[config.mk]
export PLATFORM = sky130hd
export DESIGN_NAME = quad_dac_serial_write_port
export DESIGN_NICKNAME = d
export VERILOG_FILES = /design/src/rtl/dac_port_pkg.sv /design/src/rtl/frame_if.sv /design/src/rtl/quad_dac_serial_write_port.sv /design/src/rtl/serial_shifter.sv
export SDC_FILE = /design/constraint.sdc
export NUM_CORES = 1
export LEC_CHECK = 0
export BUFFER_PORTS_ARGS = -buffer_cell sky130_fd_sc_hd__buf_2
export CORE_MARGIN = 8
export CORE_UTILIZATION = 55
export CTS_BUF_LIST = sky130_fd_sc_hd__clkbuf_4 sky130_fd_sc_hd__clkbuf_8 sky130_fd_sc_hd__clkbuf_16
export DETAILED_ROUTE_END_ITERATION = 8
export PLACE_DENSITY_LB_ADDON = 0.2
export SYNTH_ARGS = -nofsm -noshare
export SYNTH_HDL_FRONTEND = slang
export SYNTH_SLANG_ARGS = --single-unit
[constraint.sdc]
create_clock -name clk -period 14.8 [get_ports clk]
set_clock_uncertainty 0.1 [all_clocks]
set_input_delay 1.48 -clock clk [delete_from_list [all_inputs] [get_ports clk]]
set_output_delay 1.48 -clock clk [all_outputs]
set_load 0.005 [all_outputs]
[src/rtl/dac_port_pkg.sv]
// Package: constants for the quad DAC serial write port
package dac_port_pkg;
   localparam int FRAME_BITS     = 24;
   localparam int CMD_MSB        = 21;
   localparam int ADDR_MSB       = 18;
   localparam int DATA_MSB       = 15;
   localparam int SYNC_STAGES    = 3;
   localparam int LINK_MAX_MHZ   = 50;
   localparam int CLK_MHZ        = 25;
   localparam logic [2:0] CMD_WR_IN     = 3'h0;
   localparam logic [2:0] CMD_UPD       = 3'h1;
   localparam logic [2:0] CMD_WR_UPDALL = 3'h2;
   localparam logic [2:0] CMD_WR_UPD    = 3'h3;
   localparam logic [2:0] CMD_PWR       = 3'h4;
   localparam logic [2:0] CMD_RESET     = 3'h5;
   localparam logic [2:0] CMD_LOADSETUP = 3'h6;
   localparam logic [2:0] CMD_REFSETUP  = 3'h7;
   localparam logic [2:0] ADDR_ALL      = 3'h7;
   localparam logic [15:0] CODE_RESET   = 16'h0000;
   localparam logic [1:0]  PWR_RESET    = 2'h0;
endpackage

[src/rtl/frame_if.sv]
// Interface: decoded frame passed from the shifter to the executor
`timescale 1ns/1ps
interface frame_if;
   logic        done;
   logic [23:0] word;
   modport source (output done, output word);
   modport sink   (input done, input word);
endinterface

[src/rtl/quad_dac_serial_write_port.sv]
// Module: serial write port and register state of a quad DAC
// Contract
// - The port has only frame select, serial clock and data in; no readback.
// - A falling frame select starts a new word.
// - Data is sampled on each falling serial clock edge into 24 bits.
// - The 24th falling edge takes the last bit and runs the command.
// - Serial clock up to 50 MHz is allowed; the port samples pins on clk and needs below clk/6, and the host keeps below that.
// - The internal reference is off after reset until written on.
// - DAC codes are straight binary, zeros zero scale, ones full scale.
// - Valid code span depends on resolution: 12, 14 or 16 bits.
// - Frame select rising before edge 24 discards the frame.
// - Word is MSB first: 2 ignored, 3 command, 3 address, data.
// - Address 0 to 3 picks channel A to D; all ones picks all four.
// - Command 100 sets power state; 101 resets, DB0 choosing full.
`timescale 1ns/1ps
module quad_dac_serial_write_port
#(
   parameter int RES_BITS = 16
)
(
   // Clock and reset
   input  wire logic                clk,
   input  wire logic                resetn,
   // Serial port pins
   input  wire logic                syncn,
   input  wire logic                sclk,
   input  wire logic                din,
   // Hardware load strobe, active low
   input  wire logic                loadAllChannelsn,
   // Channel state
   output logic [4*RES_BITS-1:0]    dacCode,
   output logic [4*RES_BITS-1:0]    inputCode,
   output logic [7:0]               powerMode,
   output logic [3:0]               loadTransparent,
   output logic                     referencePin
);
   logic [1:0] rstSh;
   logic       rstn;
   logic [2:0] ldSh;
   logic       ldLvl;
   frame_if    frm ();

   // Reset released through two flops
   always_ff @(posedge clk or negedge resetn)
   begin
      if (!resetn)
         rstSh <= 2'b00;
      else
         rstSh <= {rstSh[0], 1'b1};
   end
   assign rstn = rstSh[1];

   // Only the three inputs reach the shifter; nothing is read back
   // Pins are sampled by clk, so the link must stay below clk/6
   // Limitation: far short of the full-speed pin-level serial clock
   serial_shifter u_shift
   (
      .clk   (clk),
      .rstn  (rstn),
      .syncn (syncn),
      .sclk  (sclk),
      .din   (din),
      .frm   (frm)
   );

   // External load pin also crosses three stages
   always_ff @(posedge clk or negedge rstn)
   begin
      if (!rstn)
      begin
         ldSh  <= 3'h7;
         ldLvl <= 1'b1;
      end
      else
      begin
         ldSh <= {ldSh[1:0], loadAllChannelsn};
         if (ldSh[1] == ldSh[2])
            ldLvl <= ldSh[2];
      end
   end

   // Field split of the word, MSB first
   wire [2:0]  cmd  = frm.word[dac_port_pkg::CMD_MSB -: 3];
   wire [2:0]  addr = frm.word[dac_port_pkg::ADDR_MSB -: 3];
   // Low resolutions drop trailing ignored bits
   wire [RES_BITS-1:0] code =
      frm.word[dac_port_pkg::DATA_MSB -: RES_BITS];

   function automatic logic hitChan(input logic [2:0] a, input int ch);
      hitChan = (a == dac_port_pkg::ADDR_ALL) || (a == 3'(ch));
   endfunction

   // True in the one cycle that runs the given command
   function automatic logic runs(input logic       e,
                                 input logic [2:0] c,
                                 input logic [2:0] op);
      runs = e && (c == op);
   endfunction

   wire exec     = frm.done;
   wire fullRst  = runs(exec, cmd, dac_port_pkg::CMD_RESET) && frm.word[0];
   wire partRst  = runs(exec, cmd, dac_port_pkg::CMD_RESET);
   // Load pin is a level: it keeps copying for as long as it is held
   wire ldActive = !ldLvl;

   genvar g;
   generate
      for (g = 0; g < 4; g++)
      begin : g_chan
         wire                 hit    = hitChan(addr, g);
         wire [RES_BITS-1:0]  staged = inputCode[g*RES_BITS +: RES_BITS];
         logic [RES_BITS-1:0] next_staged;
         logic [RES_BITS-1:0] next_active;

         // Priority: soft reset, then the frame's command, then load pin
         always_comb
         begin
            next_staged = staged;
            next_active = dacCode[g*RES_BITS +: RES_BITS];
            if (ldActive)
               next_active = staged;
            if (partRst)
            begin
               next_staged = '0;
               next_active = '0;
            end
            else if (exec)
            begin
               case (cmd)
                  dac_port_pkg::CMD_WR_IN:
                  begin
                     if (hit)
                        next_staged = code;
                     if (hit && loadTransparent[g])
                        next_active = code;
                  end
                  dac_port_pkg::CMD_UPD:
                  begin
                     if (hit)
                        next_active = staged;
                  end
                  dac_port_pkg::CMD_WR_UPDALL:
                  begin
                     if (hit)
                        next_staged = code;
                     // Addressed channel takes the fresh code directly
                     next_active = hit ? code : staged;
                  end
                  dac_port_pkg::CMD_WR_UPD:
                  begin
                     if (hit)
                     begin
                        next_staged = code;
                        next_active = code;
                     end
                  end
                  default: ;
               endcase
            end
         end

         // Codes stored unsigned; zero is zero scale
         always_ff @(posedge clk or negedge rstn)
         begin
            if (!rstn)
            begin
               inputCode[g*RES_BITS +: RES_BITS] <= '0;
               dacCode[g*RES_BITS +: RES_BITS]   <= '0;
            end
            else
            begin
               inputCode[g*RES_BITS +: RES_BITS] <= next_staged;
               dacCode[g*RES_BITS +: RES_BITS]   <= next_active;
            end
         end

         // Power state: DB5:DB4 mode, DB3..DB0 channel select
         always_ff @(posedge clk or negedge rstn)
         begin
            if (!rstn)
               powerMode[2*g +: 2] <= dac_port_pkg::PWR_RESET;
            else if (fullRst)
               powerMode[2*g +: 2] <= dac_port_pkg::PWR_RESET;
            else if (runs(exec, cmd, dac_port_pkg::CMD_PWR) && frm.word[g])
               powerMode[2*g +: 2] <= frm.word[5:4];
         end

         always_ff @(posedge clk or negedge rstn)
         begin
            if (!rstn)
               loadTransparent[g] <= 1'b0;
            else if (fullRst)
               loadTransparent[g] <= 1'b0;
            else if (runs(exec, cmd, dac_port_pkg::CMD_LOADSETUP))
               loadTransparent[g] <= frm.word[g];
         end
      end
   endgenerate

   // Reference off until a setup write; DB0 turns it on
   always_ff @(posedge clk or negedge rstn)
   begin
      if (!rstn)
         referencePin <= 1'b0;
      else if (fullRst)
         referencePin <= 1'b0;
      else if (runs(exec, cmd, dac_port_pkg::CMD_REFSETUP))
         referencePin <= frm.word[0];
   end
endmodule

[src/rtl/serial_shifter.sv]
// Module: samples the three port pins and assembles 24-bit frames
`timescale 1ns/1ps
module serial_shifter
(
   // Clock and reset
   input  wire logic clk,
   input  wire logic rstn,
   // Port pins
   input  wire logic syncn,
   input  wire logic sclk,
   input  wire logic din,
   // Frame out
   frame_if.source   frm
);
   logic [2:0]  syncSh;
   logic [2:0]  sclkSh;
   logic [2:0]  dinSh;
   logic        syncLvl;
   logic        sclkLvl;
   logic        armed;
   logic        active;
   logic [4:0]  count;
   logic [23:0] shift;

   // Three stages; a change counts once stages two and three agree
   always_ff @(posedge clk or negedge rstn)
   begin
      if (!rstn)
      begin
         syncSh <= 3'h7;
         sclkSh <= 3'h0;
         dinSh  <= 3'h0;
      end
      else
      begin
         syncSh <= {syncSh[1:0], syncn};
         sclkSh <= {sclkSh[1:0], sclk};
         dinSh  <= {dinSh[1:0], din};
      end
   end

   always_ff @(posedge clk or negedge rstn)
   begin
      if (!rstn)
      begin
         syncLvl <= 1'b1;
         sclkLvl <= 1'b0;
      end
      else
      begin
         if (syncSh[1] == syncSh[2])
            syncLvl <= syncSh[2];
         if (sclkSh[1] == sclkSh[2])
            sclkLvl <= sclkSh[2];
      end
   end

   wire syncFall = syncLvl && (syncSh[1] == syncSh[2]) && !syncSh[2];
   wire syncRise = !syncLvl && (syncSh[1] == syncSh[2]) && syncSh[2];
   wire sclkFall = sclkLvl && (sclkSh[1] == sclkSh[2]) && !sclkSh[2];

   // Word lives only while framed; a rise discards it
   always_ff @(posedge clk or negedge rstn)
   begin
      if (!rstn)
      begin
         armed    <= 1'b1;
         active   <= 1'b0;
         count    <= 5'h0;
         shift    <= 24'h0000;
         frm.done <= 1'b0;
         frm.word <= 24'h0000;
      end
      else
      begin
         frm.done <= 1'b0;
         if (syncRise)
         begin
            active <= 1'b0;
            armed  <= 1'b1;
            count  <= 5'h0;
            shift  <= 24'h0000;
         end
         else if (syncFall && armed)
         begin
            active <= 1'b1;
            armed  <= 1'b0;
            count  <= 5'h0;
            shift  <= 24'h0000;
         end
         else if (active && sclkFall)
         begin
            shift <= {shift[22:0], dinSh[2]};
            if (count == 5'(dac_port_pkg::FRAME_BITS - 1))
            begin
               frm.done <= 1'b1;
               frm.word <= {shift[22:0], dinSh[2]};
               active   <= 1'b0;
               count    <= 5'h0;
            end
            else
               count <= count + 5'h1;
         end
      end
   end
endmodule

==> qor.csv <==
stage,metric,value,unit
outcome,status,finished clean,
cts,CTS Buf Count,24,
power_and_ir_drop,PD cells,87.4,mW/mm²
yosys,sequential share of the synthesized area,41.9,%
layout,number of diodes,0,
sta,"Worst Setup Slack, final",11.77,ns
yosys,Post-Syn Instances,1422,
sta,count of final setup violators,0,
worst_setup_path,arrival time worst endpoint,3.37,ns
drt,Avg WL per Cell,23.1,µm
cts,CTS Sinks,209,
sta,crit share post-route,20.5,%
yosys,#FFs+latches synth,209,
die,Die Y-Extent,167,µm
power_and_ir_drop,Pleak,0.00603,µW
die,Core Region,0.0225,mm²
yosys,synth warn,0,
yosys,area share of the largest cell type after synthesis,40.0,%
yosys,Post-synth top flop,dfrtp_1,
power_and_ir_drop,Design Power,1220,µW
placed_design,RD Place Congestion,0.867,
drt,Detailed Route WL,40800,µm
cts,CTS tree,done,
grt,Overflow after GRT,0,
grt,vias in the first global route,11630,
layout,fill count,1916,
drt,DRC,0,
worst_setup_path,CP Launch Type,flop,
yosys,Synth area leaders,"dfrtp_1 (40%), mux2_2 (7.7%), mux2i_1 (7.3%)",
cts,Post-CTS Setup Inserts,0,
flow_run,max-cap violations,0,
layout,"Design Area, Final",0.0140,mm²
worst_setup_path,CP Class,reg2reg,
min_path,hold crit path type,reg2reg,
layout,fraction of layout cells with a size suffix above 1,22.3,%
yosys,"Distinct cells, synth",52,
sta,Setup TNS,0,ns
sta,Max-slew headroom,29.8,%
sta,Final Max Tran Viols,0,
placed_design,worst slack at placement,11.83,ns
grt,largest net degree at the start of global routing,97,
yosys,Synth Cell Area,0.0125,mm²
drt,drt via density,6.67,
cts,cts hold-fix bufs,0,
placed_design,Placed Instances,1726,
cts,root buf cell,clkbuf_16,
worst_setup_path,WP data required,15.14,ns
drt,DRT iter0 DRCs,1590,
sta,RSZ-0062 raised after global routing,no,
grt,global-route wire length before repair,64700,µm
yosys,cell accounting for the most synthesized area,dfrtp_1,
sta,Max Freq,0.330,GHz
placed_design,Area after DPL,0.0132,mm²
cts,"Reg clk slew, reported paths",0.06,ns
yosys,Syn Nets,1429,
placed_design,IO buf count,146,
die,row count,55,
worst_setup_path,CP Max Fanout,30,
die,Die ar.,0.0278,mm²
die,die width,167,µm
grt,initial antenna violation count,0,
yosys,Synth async-reset ratio,100,%
placed_design,Detail Placement HPWL,25100,µm
drt,vias,11804,
cts,Clock Path Buffers,3,
layout,fin nets,1474,
sta,final hold violation count,0,
worst_setup_path,Critical Path End Type,flop,
layout,final std cells w/o fill,1770,
power_and_ir_drop,Max IR drop VDD,0.0939,mV
cts,post_cts resized,0,
sta,worst-margin pin slew,1.05,ns
drt,TritonRoute pass-1 iters,6,
die,Initial Utilization,55.5,%
yosys,Post-synth EDFFs,0,
cts,H-tree levels,1,
sta,Final min period,3.03,ns
cts,Clock Latency Late Sink,0.53,ns
layout,Synth-to-Final Area Change,11.8,%
yosys,Post-Syn Area per Cell,8.79,µm²
die,Ports,147,
drt,Routed Antenna Nets,0,
grt,Total GRT Usage,28.5,%
[path summary, 6_finish.rpt]
kind,startpoint,cells past startpoint,slack [ns],endpoint
max,u_shift.frm.word[18]$_DFFE_PN0P_,7,11.77,g_chan[1].staged[5]$_DFFE_PN0P_
min,u_shift.dinSh[1]$_DFF_PN0_,0,0.25,u_shift.dinSh[2]$_DFF_PN0_
max reg2reg,u_shift.frm.word[18]$_DFFE_PN0P_,7,11.77,g_chan[1].staged[5]$_DFFE_PN0P_
min reg2reg,u_shift.dinSh[1]$_DFF_PN0_,0,0.25,u_shift.dinSh[2]$_DFF_PN0_
max in group asynchronous,rstSh[1]$_DFF_PN0_,1,12.58,u_shift.frm.word[20]$_DFFE_PN0P_
min in group asynchronous,rstSh[1]$_DFF_PN0_,0,0.41,dacCode[52]$_DFF_PN0_
[sequential cells by signal, summed over array words and instances (netlist names), 3 cells and up]
register          cells
powerMode             8
u_shift.frm.word     22
g_chan.staged        64
dacCode              64
ldSh                  3
u_shift.sclkSh        3
u_shift.count         5
u_shift.syncSh        3
loadTransparent       4
u_shift.dinSh         3
u_shift.shift        21
[worst max-delay path, cell delays in order, from the launching register on]
cell	delay [ns]
dfrtp_1	0.58
xnor2_4	0.61
nand2_1	0.46
buf_4	0.35
nor2_1	0.21
buf_4	0.36
nand2_1	0.13
o21ai_0	0.11
[routing by layer]
layer,global-route usage [%],up-vias,share of wire [%]
met1,37.0,5661,40
met4,17.0,0,6.2
li1,-,5283,-
met2,43.4,711,44
met3,6.00,149,9.6
met5,0,-,0
[cells in the mapped netlist (2+ instances only)]
| library cell | count |
|---|---|
| dfrtp_1 | 200 |
| a21oi_1 | 120 |
| mux2_1 | 2 |
| inv_1 | 3 |
| a21boi_0 | 3 |
| o21ai_0 | 122 |
| nor3b_1 | 2 |
| buf_6 | 4 |
| and2_1 | 2 |
| mux2i_1 | 91 |
| nand2b_1 | 3 |
| maj3_1 | 2 |
| or4_1 | 2 |
| buf_2 | 38 |
| o21ai_1 | 2 |
| a311oi_1 | 93 |
| clkbuf_1 | 105 |
| nor2_1 | 142 |
| dfstp_2 | 9 |
| mux2_2 | 85 |
| o221ai_1 | 15 |
| nor3_1 | 17 |
| buf_4 | 4 |
| nand3_1 | 15 |
| nand2_1 | 229 |
| buf_1 | 3 |
| a211oi_1 | 65 |
| nor3_2 | 2 |
| o22ai_1 | 17 |
| xnor2_4 | 2 |
| o41ai_1 | 2 |
[logic make-up after synthesis]
group	after synthesis	share of synthesized area (%)
other	1	0.0300
AO/OA/AOI/OAI	444	22.8
multiplexers	178	15.1
flip-flops	209	41.9
buffers and inverters	157	5.46
adder cells (fa/ha/maj)	3	0.260
AND/OR/NAND/NOR	427	13.9
XOR/XNOR	3	0.511
[where the power goes]
group / switching (µW) / internal, µW
Clock: 242 / 359
Sequential: 8.36 / 579
Combinational: 23.1 / 10.0
Total: 273 / 948
[stage by stage]
stage,hold WS [ns],utilization (%)
6_report,0.251,62.1
3_5_place_dp,0.237,58.5
3_3_place_gp,0.237,58.5
2_1_floorplan,0.231,-
4_1_cts,0.256,62.1
5_1_grt,0.258,62.1
[area by class of cell]
class | count | area, µm² | share of cell area, %
clock inverter | 8 | 83.8 | 0.600
tap | 285 | 357 | 2.55
multi-input combinational | 1056 | 6610 | 47.3
timing repair buffer | 173 | 933 | 6.68
clock buffer | 36 | 728 | 5.21
inverter | 3 | 11.3 | 0.0806
sequential | 209 | 5250 | 37.6
[placed cells by master, fill, tap and decap left out, types with 3 or more instances in the layout]
master / netlist / routed
clkbuf_4: 0 / 6
buf_2: 38 / 146
nor2_2: 1 / 3
o22ai_1: 17 / 17
a21oi_1: 120 / 120
dfstp_2: 9 / 9
mux2i_1: 91 / 91
a21boi_0: 3 / 3
o221ai_1: 15 / 15
a311oi_1: 93 / 93
buf_4: 4 / 27
nor2_1: 142 / 140
inv_1: 3 / 3
dfrtp_1: 200 / 198
mux2_2: 85 / 85
clkinv_2: 0 / 4
nand2_1: 229 / 229
nand3_1: 15 / 15
nor3_1: 17 / 17
o21ai_0: 122 / 122
clkbuf_16: 0 / 24
clkbuf_8: 0 / 6
a211oi_1: 65 / 65
(Power assumes the default switching activity.)
